$ cat src/acc_pkg.sv
// Shared constants and types for the converter control block
package acc_pkg;

  // ==========================================================
  // Register offsets (byte addresses on APB)
  localparam logic [7:0] OFF_CTRL1  = 8'h00;
  localparam logic [7:0] OFF_CTRL2  = 8'h04;
  localparam logic [7:0] OFF_CAL    = 8'h08;
  localparam logic [7:0] OFF_RESULT = 8'h0c;
  localparam logic [7:0] OFF_STATUS = 8'h10;
  localparam logic [7:0] OFF_MASK   = 8'h14;
  localparam logic [7:0] OFF_OFFSET = 8'h18;
  localparam logic [7:0] OFF_GAIN   = 8'h1c;

  // ==========================================================
  // Field positions
  localparam int C1_HW_TRIG  = 0;
  localparam int C1_T2_TRIG  = 1;
  localparam int C1_SPI_CAP  = 2;
  localparam int C1_EXT_REF  = 6;
  localparam int C2_SINGLE   = 4;
  localparam int C2_CONT     = 5;
  localparam int CAL_SELF    = 0;
  localparam int CAL_SYS     = 1;
  localparam int CAL_BUSY    = 2;
  localparam int ST_DONE     = 0;
  localparam int ST_CAL      = 1;

  // ==========================================================
  // Widths and reset values
  localparam int RES_W = 12;
  localparam int CH_W  = 4;
  localparam int ST_W  = 2;
  localparam logic [7:0]      CTRL1_RST  = 8'h00;
  localparam logic [7:0]      CTRL2_RST  = 8'h00;
  localparam logic [ST_W-1:0] STAT_RST   = 2'h0;
  localparam logic [ST_W-1:0] MASK_RST   = 2'h0;

  // ==========================================================
  // Channel codes: 0..5 external, then internal sources
  localparam logic [CH_W-1:0] CH_EXT4 = 4'h4;
  localparam logic [CH_W-1:0] CH_EXT5 = 4'h5;
  localparam logic [CH_W-1:0] CH_TEMP = 4'h8;
  localparam logic [CH_W-1:0] CH_DAC_OUTPUT_ZERO = 4'h9;
  localparam logic [CH_W-1:0] CH_DAC_OUTPUT_ONE = 4'ha;
  localparam logic [CH_W-1:0] CH_VREF = 4'hb;
  localparam logic [CH_W-1:0] CH_ANALOG_GROUND = 4'hc;

  // ==========================================================
  // Sequencer states
  typedef enum logic [1:0] {
    S_IDLE = 2'b00,
    S_LOAD = 2'b01,
    S_WAIT = 2'b10
  } acc_state_t;

endpackage : acc_pkg

$ cat src/acc_spi_capture.sv
// Holding stage that hands finished results to the SPI transmitter
`timescale 1ns/1ps
module acc_spi_capture #(
  parameter int W = 16
) (
  input  wire logic         clk,
  input  wire logic         rst,
  input  wire logic         load,
  input  wire logic [W-1:0] data,
  input  wire logic         ready,
  output logic              valid,
  output logic [W-1:0]      dout
);

  logic         valid_r;
  logic         valid_nxt;
  logic [W-1:0] data_r;
  logic [W-1:0] data_nxt;

  // ==========================================================
  // A result arriving while one waits unsent is dropped:
  // the oldest word is never torn mid-handshake
  always_comb begin
    valid_nxt = valid_r;
    data_nxt  = data_r;
    if (valid_r && ready) begin
      valid_nxt = 1'b0;
    end
    if (load && (!valid_r || ready)) begin
      valid_nxt = 1'b1;
      data_nxt  = data;
    end
  end

  // Registers
  always_ff @(posedge clk) begin
    if (rst) begin
      valid_r <= 1'b0;
      data_r  <= '0;
    end else begin
      valid_r <= valid_nxt;
      data_r  <= data_nxt;
    end
  end

  assign valid = valid_r;
  assign dout  = data_r;
endmodule : acc_spi_capture

$ cat src/acc_sync_edge.sv
// Two-stage synchroniser with rising-edge pulse for a pin input
`timescale 1ns/1ps
module acc_sync_edge (
  input  wire logic clk,
  input  wire logic rst,
  input  wire logic async_in,
  output logic      rise
);

  logic meta_r;
  logic sync_r;
  logic last_r;
  logic rise_r;
  logic rise_nxt;

  // ==========================================================
  // Edge detect looks only at the second stage
  always_comb begin
    rise_nxt = sync_r & ~last_r;
  end

  // Registers; the first stage feeds the second only
  always_ff @(posedge clk) begin
    if (rst) begin
      meta_r <= 1'b0;
      sync_r <= 1'b0;
      last_r <= 1'b0;
      rise_r <= 1'b0;
    end else begin
      meta_r <= async_in;
      sync_r <= meta_r;
      last_r <= sync_r;
      rise_r <= rise_nxt;
    end
  end

  assign rise = rise_r;
endmodule : acc_sync_edge

$ cat src/acc_top.sv
// Converter control: triggers, channel, reference, calibration, APB
`timescale 1ns/1ps
module acc_top
  import acc_pkg::*;
(
  input  wire logic             CLK_SYS,
  input  wire logic             RST,
  input  wire logic             PSEL,
  input  wire logic             PENABLE,
  input  wire logic             PWRITE,
  input  wire logic [7:0]       PADDR,
  input  wire logic [31:0]      PWDATA,
  output logic [31:0]           PRDATA,
  output logic                  PREADY,
  output logic                  PSLVERR,
  input  wire logic             CONVERT_START_PIN,
  input  wire logic             TIMER2_OVF,
  input  wire logic             DAC_OUTPUT_ZERO_EN,
  input  wire logic             DAC_OUTPUT_ONE_EN,
  input  wire logic [RES_W-1:0] FACTORY_OFFSET,
  input  wire logic [RES_W-1:0] FACTORY_GAIN,
  input  wire logic             ADC_DONE,
  input  wire logic [RES_W-1:0] ADC_DATA,
  output logic                  ADC_START,
  output logic [CH_W-1:0]       ADC_CHANNEL,
  output logic                  ADC_ROUTE_DAC,
  output logic                  ADC_EXT_REF,
  output logic                  COEF_LOAD,
  output logic [RES_W-1:0]      COEF_OFFSET,
  output logic [RES_W-1:0]      COEF_GAIN,
  input  wire logic             SPI_TX_READY,
  output logic                  SPI_TX_VALID,
  output logic [15:0]           SPI_TX_DATA,
  output logic                  IRQ
);

  // ==========================================================
  // Declarations
  acc_state_t       state_r,   state_nxt;
  logic [7:0]       ctrl1_r,   ctrl1_nxt;
  logic [7:0]       ctrl2_r,   ctrl2_nxt;
  logic [1:0]       cal_req_r, cal_req_nxt;
  logic [1:0]       cal_act_r, cal_act_nxt;
  logic             pend_r,    pend_nxt;
  logic [ST_W-1:0]  stat_r,    stat_nxt;
  logic [ST_W-1:0]  mask_r,    mask_nxt;
  logic [15:0]      result_r,  result_nxt;
  logic [RES_W-1:0] offs_r,    offs_nxt;
  logic [RES_W-1:0] gain_r,    gain_nxt;
  logic             start_r,   start_nxt;
  logic [CH_W-1:0]  chan_r,    chan_nxt;
  logic             route_r,   route_nxt;
  logic             cload_r,   cload_nxt;
  logic             spi_ld_r,  spi_ld_nxt;
  logic             irq_r,     irq_nxt;
  logic             pready_r,  pready_nxt;
  logic             perr_r,    perr_nxt;
  logic [31:0]      prdata_r,  prdata_nxt;
  logic             pin_rise;
  logic             wr_fire;
  logic             wr_c1;
  logic             wr_c2;
  logic             wr_cal;
  logic             hw_trig;
  logic             t2_trig;
  logic             conv_done;

  // ==========================================================
  // Pin trigger synchroniser
  acc_sync_edge u_pin (
    .clk      (CLK_SYS),
    .rst      (RST),
    .async_in (CONVERT_START_PIN),
    .rise     (pin_rise)
  );

  // Result forwarding stage toward SPI
  acc_spi_capture #(.W(16)) u_spi (
    .clk   (CLK_SYS),
    .rst   (RST),
    .load  (spi_ld_r),
    .data  (result_r),
    .ready (SPI_TX_READY),
    .valid (SPI_TX_VALID),
    .dout  (SPI_TX_DATA)
  );

  // ==========================================================
  // Write strobes; writes land at the completing access edge
  assign wr_fire = PSEL & PENABLE & pready_r & PWRITE;
  assign wr_c1   = wr_fire & (PADDR == OFF_CTRL1);
  assign wr_c2   = wr_fire & (PADDR == OFF_CTRL2);
  assign wr_cal  = wr_fire & (PADDR == OFF_CAL);
  assign hw_trig = pin_rise & ctrl1_r[C1_HW_TRIG];
  assign t2_trig = TIMER2_OVF & ctrl1_r[C1_T2_TRIG];
  assign conv_done = (state_r == S_WAIT) & ADC_DONE;

  // ==========================================================
  // APB slave: one wait state, registered read data
  always_comb begin
    pready_nxt = PSEL & PENABLE & ~pready_r;
    perr_nxt   = 1'b0;
    prdata_nxt = prdata_r;
    if (PSEL && PENABLE && !pready_r) begin
      prdata_nxt = 32'h0;
      unique case (PADDR)
        OFF_CTRL1:  prdata_nxt[7:0] = ctrl1_r;
        OFF_CTRL2:  prdata_nxt[7:0] = ctrl2_r;
        OFF_CAL:    prdata_nxt[2:0] = {state_r != S_IDLE, cal_req_r};
        OFF_RESULT: prdata_nxt[15:0] = result_r;
        OFF_STATUS: prdata_nxt[ST_W-1:0] = stat_r;
        OFF_MASK:   prdata_nxt[ST_W-1:0] = mask_r;
        OFF_OFFSET: prdata_nxt[RES_W-1:0] = offs_r;
        OFF_GAIN:   prdata_nxt[RES_W-1:0] = gain_r;
        default:    perr_nxt = 1'b1; // Unmapped answers with error
      endcase
    end
  end

  // ==========================================================
  // Control, trigger and sequencer next state
  always_comb begin
    state_nxt   = state_r;
    ctrl1_nxt   = ctrl1_r;
    ctrl2_nxt   = ctrl2_r;
    cal_req_nxt = cal_req_r;
    cal_act_nxt = cal_act_r;
    pend_nxt    = pend_r;
    mask_nxt    = mask_r;
    result_nxt  = result_r;
    offs_nxt    = offs_r;
    gain_nxt    = gain_r;
    start_nxt   = 1'b0;
    chan_nxt    = chan_r;
    route_nxt   = route_r;
    cload_nxt   = 1'b0;
    spi_ld_nxt  = 1'b0;
    // Sticky events: a set in the clearing cycle survives
    stat_nxt = stat_r;
    if (wr_fire && PADDR == OFF_STATUS) begin
      stat_nxt = stat_r & ~PWDATA[ST_W-1:0];
    end
    if (wr_c1) begin
      ctrl1_nxt = PWDATA[7:0];
    end
    if (wr_c2) begin
      ctrl2_nxt = PWDATA[7:0] & ~(8'h01 << C2_SINGLE);
    end
    if (wr_fire && PADDR == OFF_MASK) begin
      mask_nxt = PWDATA[ST_W-1:0];
    end
    if ((wr_c2 && PWDATA[C2_SINGLE]) || hw_trig || t2_trig) begin
      pend_nxt = 1'b1;
    end
    unique case (state_r)
      S_LOAD: begin
        offs_nxt  = FACTORY_OFFSET;
        gain_nxt  = FACTORY_GAIN;
        cload_nxt = 1'b1;
        state_nxt = S_IDLE;
      end
      S_IDLE: begin
        if (cal_req_r != 2'b00) begin
          // Self calibration measures ground; system uses field
          cal_act_nxt = cal_req_r[CAL_SELF] ? 2'b01 : 2'b10;
          cal_req_nxt[cal_req_r[CAL_SELF] ? CAL_SELF : CAL_SYS] = 1'b0;
          chan_nxt  = cal_req_r[CAL_SELF] ? CH_ANALOG_GROUND : ctrl2_r[3:0];
          start_nxt = 1'b1;
          state_nxt = S_WAIT;
        end else if (pend_r || ctrl2_r[C2_CONT]) begin
          cal_act_nxt = 2'b00;
          pend_nxt  = 1'b0;
          chan_nxt  = ctrl2_r[3:0];
          start_nxt = 1'b1;
          state_nxt = S_WAIT;
        end
        // Shared pins carry the DAC while its output is on
        route_nxt = (chan_nxt == CH_EXT4 && DAC_OUTPUT_ZERO_EN) ||
                    (chan_nxt == CH_EXT5 && DAC_OUTPUT_ONE_EN);
      end
      S_WAIT: begin
        if (ADC_DONE) begin
          state_nxt = S_IDLE;
          if (cal_act_r[CAL_SELF]) begin
            offs_nxt  = ADC_DATA;
            cload_nxt = 1'b1;
          end else if (cal_act_r[CAL_SYS]) begin
            gain_nxt  = ADC_DATA;
            cload_nxt = 1'b1;
          end else begin
            result_nxt = {chan_r, ADC_DATA};
            spi_ld_nxt = ctrl1_r[C1_SPI_CAP];
          end
          stat_nxt[cal_act_r != 2'b00 ? ST_CAL : ST_DONE] = 1'b1;
        end
      end
      default: state_nxt = S_LOAD;
    endcase
    // After the case so a request in the taking cycle is not lost
    if (wr_cal) begin
      cal_req_nxt = cal_req_nxt | PWDATA[1:0];
    end
    irq_nxt = |(stat_r & mask_r);
  end

  // ==========================================================
  // Registers; reset schedules the coefficient load
  always_ff @(posedge CLK_SYS) begin
    if (RST) begin
      state_r   <= S_LOAD;
      ctrl1_r   <= CTRL1_RST;
      ctrl2_r   <= CTRL2_RST;
      cal_req_r <= 2'b00;
      cal_act_r <= 2'b00;
      pend_r    <= 1'b0;
      stat_r    <= STAT_RST;
      mask_r    <= MASK_RST;
      result_r  <= 16'h0;
      offs_r    <= '0;
      gain_r    <= '0;
      start_r   <= 1'b0;
      chan_r    <= 4'h0;
      route_r   <= 1'b0;
      cload_r   <= 1'b0;
      spi_ld_r  <= 1'b0;
      irq_r     <= 1'b0;
      pready_r  <= 1'b0;
      perr_r    <= 1'b0;
      prdata_r  <= 32'h0;
    end else begin
      state_r   <= state_nxt;
      ctrl1_r   <= ctrl1_nxt;
      ctrl2_r   <= ctrl2_nxt;
      cal_req_r <= cal_req_nxt;
      cal_act_r <= cal_act_nxt;
      pend_r    <= pend_nxt;
      stat_r    <= stat_nxt;
      mask_r    <= mask_nxt;
      result_r  <= result_nxt;
      offs_r    <= offs_nxt;
      gain_r    <= gain_nxt;
      start_r   <= start_nxt;
      chan_r    <= chan_nxt;
      route_r   <= route_nxt;
      cload_r   <= cload_nxt;
      spi_ld_r  <= spi_ld_nxt;
      irq_r     <= irq_nxt;
      pready_r  <= pready_nxt;
      perr_r    <= perr_nxt;
      prdata_r  <= prdata_nxt;
    end
  end

  // ==========================================================
  // Outputs, all from flip-flops
  assign PRDATA        = prdata_r;
  assign PREADY        = pready_r;
  assign PSLVERR       = perr_r;
  assign ADC_START     = start_r;
  assign ADC_CHANNEL   = chan_r;
  assign ADC_ROUTE_DAC = route_r;
  assign ADC_EXT_REF   = ctrl1_r[C1_EXT_REF];
  assign COEF_LOAD     = cload_r;
  assign COEF_OFFSET   = offs_r;
  assign COEF_GAIN     = gain_r;
  assign IRQ           = irq_r;
endmodule : acc_top

$ cat config.mk
export PLATFORM = sky130hd
export DESIGN_NAME = acc_top
export DESIGN_NICKNAME = d
export VERILOG_FILES = /design/src/acc_pkg.sv /design/src/acc_spi_capture.sv /design/src/acc_sync_edge.sv /design/src/acc_top.sv
export SDC_FILE = /design/constraint.sdc
export NUM_CORES = 1
export LEC_CHECK = 0
export ABC_AREA = 1
export BUFFER_PORTS_ARGS = -buffer_cell sky130_fd_sc_hd__buf_2
export CELL_PAD_IN_SITES_DETAIL_PLACEMENT = 0
export CELL_PAD_IN_SITES_GLOBAL_PLACEMENT = 1
export CORE_UTILIZATION = 36
export DETAILED_ROUTE_END_ITERATION = 10
export PLACE_DENSITY = 0.77
export SETUP_SLACK_MARGIN = 0.05
export SLEW_MARGIN = 10
export SYNTH_ARGS = -nofsm -noshare
export SYNTH_HDL_FRONTEND = slang
export SYNTH_HIERARCHICAL = 1
export SYNTH_SLANG_ARGS = --single-unit
export TNS_END_PERCENT = 5
$ cat constraint.sdc
create_clock -name CLK_SYS -period 1.85 [get_ports CLK_SYS]
set_input_delay 0.555 -clock CLK_SYS [delete_from_list [all_inputs] [get_ports CLK_SYS]]
set_output_delay 0.555 -clock CLK_SYS [all_outputs]
set_load 0.02 [all_outputs]
## After elaboration in Yosys (flattened, before gate mapping)

Index checks and enable logic that the tools add are counted.

- Flip-flop bits (word level): 114
- Input bits: 87
- Output and inout bits: 84
- Logic and storage cells: 155

- Magnitude comparators: 4
- Eq/ne operators: 16
- Mux-type cells: 48
- Bitwise operators: 25
- Reductions and logical operators: 36

Operator list:

| cell | number |
|---|---|
| two-way mux 12 bit | 5 |
| one-hot mux 12 bit (2 select lines) | 2 |
| equality test 8 x 5 -> 1 bit, second input constant | 4 |
| one-hot mux 5 bit (5 select lines) | 1 |
| two-way mux 2 bit | 12 |
| two-way mux 4 bit | 5 |
| equality test 8 x 4 -> 1 bit, second input constant | 2 |
| two-way mux 1 bit | 16 |
| one-hot mux 2 bit (8 select lines) | 1 |
| one-hot mux 4 bit (3 select lines) | 1 |
| nonzero test 2 bit | 6 |
| logical AND 1 bit | 11 |
| AND 1 bit | 10 |
| equality test 4 x 3 -> 1 bit, second input constant | 2 |
| equality test 8 x 3 -> 1 bit, second input constant | 1 |
| zero test 8 bit | 1 |
| inequality test 2 bit, second input constant | 4 |
| NOT 1 bit | 8 |
| AND reduction 4 bit | 2 |
| OR reduction 8 bit | 1 |
| AND 2 bit | 3 |
| one-hot mux 1 bit (6 select lines) | 1 |
| one-hot mux 2 bit (3 select lines) | 1 |
| OR reduction 2 bit | 3 |
| 15 further kinds | 26 |

## Depth between registers and ports, before layout

Gate-level depths: netlist of run 1.

- Depth in word-level cells: 11
- Mapped depth: 10
- Depth with buffers taken out: 10

## By module

The synthesis of run 1 kept the hierarchy.

By module, submodules not included:

| module | times used | cells each | area an instance (µm²) | sequential area each (µm²) |
|---|---|---|---|---|
| acc_top | 1 | 600 | 4,310.4 | 1,861.8 |
| acc_spi_capture | 1 | 110 | 844.6 | 340.3 |
| acc_sync_edge | 1 | 12 | 115.1 | 80.1 |

## Worst setup path before layout of run 1

OpenSTA, ideal clock, no wires.

- Path kind: in2reg
- Start: in PADDR[5]
- End: reg ctrl2_r[2]
- Library setup time: 0.119 ns
- Arrival time: 1.414 ns
- Required time: 1.731 ns
- Setup slack: 0.317 ns
- Cell stages on the path: 8
- Buffers on the path: 0
- Cell sequence: nor2_1 > nand2_1 > inv_2 > nand2_1 > nor2_4 > inv_2 > o21ai_0 > a21oi_1

- Word-level cells in the longest chain between the ends: 2

Ends and longest elaborated chain:

| element | line | RTL |
|---|---|---|
| start, declared | acc_top.sv:11 | `input wire logic [7:0] PADDR,` |
| equality test 8 x 3 -> 1 bit | acc_top.sv:92 | `assign wr_c2 = wr_fire & (PADDR == OFF_CTRL2);` |
| AND 1 bit | acc_top.sv:92 |  |
| end signal, assigned | acc_top.sv:233 | `ctrl2_r <= ctrl2_nxt;` |
| end, declared | acc_top.sv:41 | `logic [7:0] ctrl2_r, ctrl2_nxt;` |

No other way between the ends.
A chain may end at the register's enable or synchronous reset.

## Worst setup path after layout of run 1

- Start: reg state_r[0]
- End: reg gain_r[1], in the netlist COEF_GAIN[1]

- Word-level cells in the longest chain between the ends: 3
- Elaborated cells between the ends (all ways): 8

Ends and longest elaborated chain:

| element | line | RTL |
|---|---|---|
| start, declared | acc_top.sv:39 | `acc_state_t state_r, state_nxt;` |
| start signal, assigned | acc_top.sv:231 | `state_r <= state_nxt;` |
| equality test 2 bit or equality test 2 x 1 -> 1 bit (tied branches) | acc_top.sv:155 | `unique case (state_r)` |
| inequality test 2 bit (no source line) or nonzero test 2 bit (tied branches) | -- |  |
| AND reduction 4 bit (no source line) | -- |  |
| end signal, assigned | acc_top.sv:241 | `gain_r <= gain_nxt;` |
| end, declared | acc_top.sv:49 | `logic [RES_W-1:0] gain_r, gain_nxt;` |

Parallel ways exist; a longest one is shown, timed or not.

==> impl_metrics.json, run 1 <==
{
  "r2r-end": "COEF_GAIN[1]",
  "max_cap_violations": 0,
  "synthesis.area_um2": 5270,
  "maxSlewViolCount": 0,
  "path_delay_family": "buffers and inverters",
  "rows": 43,
  "r2r_cells": 7,
  "die_width_um": 123,
  "io_buffers": 130,
  "fin_skew_ns": 0.00760,
  "die-area_um2": 15100,
  "die_height_um": 123,
  "num-fill-cells": 1471,
  "min_period_over_period": 0.893,
  "synth_xor_xnor_area_share": 0,
  "initialDrtViolationCount": 365,
  "setup_slack_ns": 0.197,
  "overflow": 0,
  "ios": 171,
  "synth_cells": 722,
  "async_flop_share": 0,
  "ys_ff_latch": 114,
  "yosys_warnings": 6,
  "synthAdderAreaFrac": 0.00950,
  "fin_crit_ns": 1.65,
  "hold_viol": 0,
  "cpMaxStageDelayCell": "dfxtp_1",
  "synthToLayoutAreaGrowth_pct": 27.3,
  "worstPathMaxFanout": 24,
  "final_cell_mix": "nand2_1, buf_2, dfxtp_1",
  "hold_class": "in2reg",
  "endpoint_kind": "register",
  "finalSetupViolCount": 0,
  "peakVddDrop_mv": 0.615,
  "final_common_cell": "nand2_1",
  "wl_um": 15600,
  "n_antenna_cell": 0,
  "hold_start": "CONVERT_START_PIN",
  "drive_above_1_share": 0.252,
  "synth-edff-count": 0,
  "grt_max_degree": 38,
  "clockBufferDepth": 2,
  "rrSetupSlack_ns": 0.20,
  "cts_hold_buf": 0,
  "vias": 5200,
  "wl_per_cell_um": 14.9,
  "reg2reg_from": "state_r[0]",
  "gp_congestion": 0.841,
  "fmax_ghz": 0.605,
  "antenna_found_initial": 0,
  "ys_seq_area_frac": 0.433,
  "crit_buf_inv": 3,
  "layout.cells.non_filler": 1042,
  "final_core_util": 0.476,
  "crit_chain": "inv_1, ha_1, buf_4, o21ai_2, buf_12, nor2_1, a311oi_2",
  "ys_top_cells_by_area": "dfxtp_1, nand2_1, o21ai_0, a21oi_1, nor2_1",
  "clock_latency_ns": 0.42,
  "postSynthAreaPerCell_um2": 7.30,
  "core-area_um2": 14100,
  "start_util": 0.374,
  "grt_pass1_wl_um": 25100,
  "synth_cell_type_count": 30,
  "outcome": "finished clean",
  "postPlaceCellArea_um2": 6090,
  "stdcell_area_um2": 6710,
  "synth_compound_area_frac": 0.186,
  "ant_nets": 0,
  "ys.flop_type": "dfxtp_1",
  "startpoint_type": "register",
  "synth_top_family_by_area": "simple AND/OR/NAND/NOR gates",
  "dp_cells": 1012,
  "worst_hold_slack_ns": 0.355,
  "nets": 942,
  "place_worst_setup_slack_ns": -0.0121,
  "yosysTopAreaCell": "dfxtp_1",
  "drcViolationCount": 0,
  "min_path_cells": 3,
  "track_usage": 0.219,
  "p_leak_nw": 3.06,
  "cts_tree": "done",
  "cts.root.buffer_cell": "clkbuf_16",
  "cpPeakStageDelay_ns": 0.38,
  "rsz0062_at_grt": "no",
  "yosys.area_share.simple": 0.256,
  "routed_via_density": 4.99,
  "p_per_area_nw_per_um2": 1030,
  "required_ns": 2.17,
  "cts.clk_slew.worst_paths_ns": 0.05,
  "clock_sinks": 114,
  "crit_type": "reg2reg",
  "synth_top_area_frac": 0.433,
  "cp.depth": 7,
  "cp.arrival_ns": 1.98,
  "min_to": "u_pin/meta_r",
  "h-tree-depth": 4,
  "postCtsSetupBuffers": 0,
  "grt_pass1_vias": 4937,
  "yosys-mux-area-fraction": 0,
  "post_cts_resized": 1,
  "numCtsBuffers": 17,
  "dp_hpwl_um": 11600,
  "first_pass_iters": 7
}
-- report_power, final --
| group | switching (W) | internal (W) |
|---|---|---|
| clock network | 0.00108 | 0.00222 |
| logic | 0.000615 | 0.000318 |
| registers | 0.000107 | 0.00260 |
-- how the worst max path moves through the flow --
stage                    start             end  slack (ns)
floorplan             PADDR[5]      ctrl2_r[2]        0.32
global placement      PADDR[5]       PRDATA[5]        0.06
detailed placement  state_r[0]  COEF_OFFSET[7]       -0.01
CTS                 state_r[0]  COEF_OFFSET[7]        0.15
global route        state_r[0]     result_r[2]        0.05
finish              state_r[0]    COEF_GAIN[1]        0.20
-- cell type report --
class | count | area (um2) | area share
multi-input combinational | 501 | 2450 | 0.365
sequential | 114 | 2280 | 0.340
timing repair buffer | 148 | 886 | 0.132
clock buffer | 27 | 533 | 0.0795
inverter | 69 | 265 | 0.0396
tap | 180 | 225 | 0.0336
clock inverter | 3 | 67.6 | 0.0101
-- per-stage QoR --
| step | TNS (ns) | power, W |
|---|---|---|
| 2_1_floorplan | 0 | 0.00334 |
| 3_3_place_gp | 0 | 0.00366 |
| 3_5_place_dp | -0.0121 | 0.00368 |
| 4_1_cts | 0 | 0.00698 |
| 5_1_grt | 0 | 0.00720 |
| 6_report | 0 | 0.00694 |
-- cells by family after synthesis --
logic type      count (synthesis)
compound gates                177
flops                         114
simple gates                  304
buf+inv                       122
fa+ha+maj                       4
other cells                     1
-- cells in the mapped netlist, types with 2 or more instances --
cell	n
nand4_1	2
a311oi_2	6
clkbuf_1	15
nor2_4	5
nand2_2	4
nand2_1	136
nand3b_1	2
dfxtp_1	114
buf_4	17
a31oi_1	19
nand3_2	10
buf_6	9
nor2_1	85
o21ai_0	79
o21ai_1	2
a21oi_1	67
inv_1	60
nand3_1	55
inv_2	9
ha_1	4
nor2_2	2
buf_2	12
-- flip-flops by register name, indices dropped and copies added (netlist names), 4 cells and up --
register,count
PRDATA,16
COEF_OFFSET,12
result_r,16
ctrl2_r,7
COEF_GAIN,12
ADC_CHANNEL,4
u_spi/dout,16
ctrl1_r,8
-- per-layer routing --
metal / up-vias / GRT usage / wire (um) / share of wire
met5: - / 0 / 0 / 0
met4: 0 / 0.0783 / 278 / 0.018
met3: 22 / 0.0466 / 922 / 0.059
met2: 168 / 0.344 / 6970 / 0.45
met1: 2414 / 0.296 / 7380 / 0.47
li1: 2596 / - / - / -
-- tightest hold or removal path, stage by stage --
cell	delay, ns
buf_2	0.07
inv_1	0.03
nor2_1	0.07
Power figures use the tool's default switching activity.
==> run 2, diff against run 1 <==
--- a/config.mk
+++ b/config.mk
@@ -9,13 +9,12 @@
 export BUFFER_PORTS_ARGS = -buffer_cell sky130_fd_sc_hd__buf_2
 export CELL_PAD_IN_SITES_DETAIL_PLACEMENT = 0
 export CELL_PAD_IN_SITES_GLOBAL_PLACEMENT = 1
-export CORE_UTILIZATION = 36
+export CORE_UTILIZATION = 35
 export DETAILED_ROUTE_END_ITERATION = 10
-export PLACE_DENSITY = 0.77
+export PLACE_DENSITY = 0.76
 export SETUP_SLACK_MARGIN = 0.05
 export SLEW_MARGIN = 10
 export SYNTH_ARGS = -nofsm -noshare
 export SYNTH_HDL_FRONTEND = slang
-export SYNTH_HIERARCHICAL = 1
 export SYNTH_SLANG_ARGS = --single-unit
 export TNS_END_PERCENT = 5
==> run 2 against run 1 <==
Effect of this change: setup slack improved by 0.014 ns; combinational power fell by 40%; sequential power fell by 4%; largest power group unchanged; area after synthesis fell by 3.9%; global-route usage fell by 1.1 points; final area fell by 1.2%; worst hold slack got worse by 0.0081 ns; wire length fell by 3.6%; clock power rose by 16%; synthesized cell count fell by 0.28%; clock-buffer cell count fell by 4; via count fell by 3.3%.
==> impl_metrics.json, run 2 <==
{
  "nets": 954,
  "ys_top_cells_by_area": "dfxtp_1, o21ai_0, nor2_1, nand2_1, a21oi_1",
  "yosysMostFrequentCell": "nor2_1",
  "die_height_um": 122,
  "wl_um": 15000,
  "cts_tree": "done",
  "clockBufferDepth": 2,
  "hold_class": "in2reg",
  "first_pass_iters": 4,
  "wl_per_cell_um": 14.2,
  "r2r_cells": 8,
  "grt_pass1_wl_um": 23500,
  "core-area_um2": 14000,
  "worst_hold_slack_ns": 0.346,
  "cpMaxStageDelayCell": "dfxtp_1",
  "ys_ff_latch": 114,
  "grt_max_degree": 72,
  "synth_cell_type_count": 32,
  "min_path_cells": 3,
  "peakVddDrop_mv": 0.739,
  "cp.depth": 1,
  "track_usage": 0.208,
  "async_flop_share": 0,
  "clock_sinks": 114,
  "rrSetupSlack_ns": 0.22,
  "wl_met3_um": 778,
  "ys.flop_type": "dfxtp_1",
  "synth_top_area_frac": 0.451,
  "antenna_found_initial": 1,
  "hold_viol": 0,
  "fmax_ghz": 0.610,
  "fin_skew_ns": 0.00588,
  "drive_above_1_share": 0.236,
  "postSynthAreaPerCell_um2": 7.03,
  "path_delay_family": "flip-flops",
  "wl_met1_um": 6970,
  "ant_nets": 0,
  "crit_buf_inv": 1,
  "reg2reg_from": "state_r[0]",
  "cts.root.buffer_cell": "clkbuf_16",
  "initialDrtViolationCount": 350,
  "rows": 43,
  "synthesis.area_um2": 5060,
  "crit_type": "reg2out",
  "start_util": 0.362,
  "p_leak_nw": 3.16,
  "h-tree-depth": 4,
  "postPlaceCellArea_um2": 5930,
  "rsz0062_at_grt": "yes",
  "die-area_um2": 15000,
  "yosys_warnings": 0,
  "cp.arrival_ns": 1.08,
  "vias": 5030,
  "yosysTopAreaCell": "dfxtp_1",
  "dr_wl_met2_um": 6900,
  "drcViolationCount": 0,
  "stdcell_area_um2": 6630,
  "critPathLaunch": "ADC_CHANNEL[2]",
  "die_width_um": 122,
  "r2r-end": "COEF_OFFSET[8]",
  "io_buffers": 130,
  "synth_common_cells": "nor2_1, o21ai_0, dfxtp_1",
  "grt_pass1_vias": 4642,
  "overflow": 0,
  "dr.max_layer_used": "met4",
  "finalSetupViolCount": 0,
  "crit_chain": "buf_2",
  "maxSlewViolCount": 0,
  "synth-edff-count": 0,
  "required_ns": 1.29,
  "max_cap_violations": 0,
  "synth_cells": 720,
  "startpoint_type": "register",
  "synthToLayoutAreaGrowth_pct": 30.9,
  "fin_crit_ns": 1.64,
  "endpoint_kind": "primary output",
  "p_per_area_nw_per_um2": 1050,
  "final_common_cell": "buf_2",
  "crit_end": "ADC_CHANNEL[2]",
  "ys_seq_area_frac": 0.451,
  "outcome": "finished clean",
  "cts.clk_slew.worst_paths_ns": 0.05,
  "ios": 171,
  "numCtsBuffers": 17,
  "dp_hpwl_um": 11500,
  "clock_latency_ns": 0.41,
  "gp_congestion": 0.843,
  "final_cell_mix": "buf_2, nor2_1, o21ai_0",
  "final_core_util": 0.474,
  "worstPathMaxFanout": 4,
  "cpPeakStageDelay_ns": 0.45,
  "setup_tns_ns": 0,
  "min_period_over_period": 0.885,
  "routed_via_density": 4.76
}
==> run 2: cell types whose count changed after synthesis, moves of 4 or more <==
cell,delta
nor2_1,+44
o21ai_0,+42
nand2_1,-29
nand3_1,-27
a31oi_1,-19
inv_1,+17
nand3_2,-10
a21oi_1,-9
a311oi_2,-6
buf_2,-6
buf_6,-6
clkbuf_1,+5
inv_2,-4
==> run 2: routing by layer <==
metal	track usage	up-vias
met5	0	-
met4	0.0915	0
met3	0.0414	25
met2	0.333	156
met1	0.271	2282
li1	-	2567
==> run 2: kinds of logic after synthesis <==
group	after synthesis	share of synthesized area
AO/OA/AOI/OAI	192	0.198
buffers and inverters	129	0.114
flip-flops	114	0.451
AND/OR/NAND/NOR	280	0.227
adder cells (fa/ha/maj)	4	0.00988
other	1	0.000741
==> run 2: worst min path at each step <==
stage / slack, ns / startpoint / endpoint
final: 0.35 / CONVERT_START_PIN / u_pin.meta_r
after global routing: 0.36 / CONVERT_START_PIN / u_pin.meta_r
after CTS: 0.34 / CONVERT_START_PIN / u_pin.meta_r
after detailed placement: 0.38 / u_pin.last_r / u_pin.rise
after global placement: 0.38 / u_pin.last_r / u_pin.rise
after floorplan: 0.37 / u_pin.last_r / u_pin.rise
==> run 2: what timing repair did <==
| action | CTS | global route |
|---|---|---|
| resized for setup | 0 | 1 |
| setup endpoints to repair | 0 | 16 |
| hold buffers | 0 | 0 |
| buffers inserted | 0 | 0 |
==> run 2: area by class of cell <==
| class | instances | area [um2] |
|---|---|---|
| Inverter | 84 | 317 |
| Multi-Input combinational cell | 492 | 2260 |
| Clock buffer | 23 | 498 |
| Clock inverter | 9 | 198 |
| Timing Repair Buffer | 154 | 843 |
| Fill cell | 1468 | 7360 |
| Sequential cell | 114 | 2280 |
| Tap cell | 180 | 225 |
| Antenna cell | 1 | 2.50 |
==> run 2: report_power, final <==
part	total (W)	leakage, nW	switching [W]	internal, W
Clock	0.00380	0.339	0.00110	0.00270
Combinational	0.000565	1.89	0.000375	0.000190
Sequential	0.00259	0.928	0.0000567	0.00253
==> run 2: worst reg2reg max path, stage by stage (launching register included) <==
cell	delay [ns]
dfxtp_1	0.39
inv_1	0.08
ha_1	0.26
nand2_4	0.13
inv_1	0.06
a21oi_1	0.20
buf_4	0.24
o21ai_0	0.10
nor2_1	0.10
==> run 2: metrics by stage <==
stage          instances  total power, W  worst slack, ns
2_1_floorplan        735         0.00298            0.263
3_3_place_gp        1024         0.00320          -0.0232
3_5_place_dp        1024         0.00320          -0.0366
4_1_cts             1056         0.00701            0.164
5_1_grt             1057         0.00718          0.00738
6_report            1057         0.00695            0.212
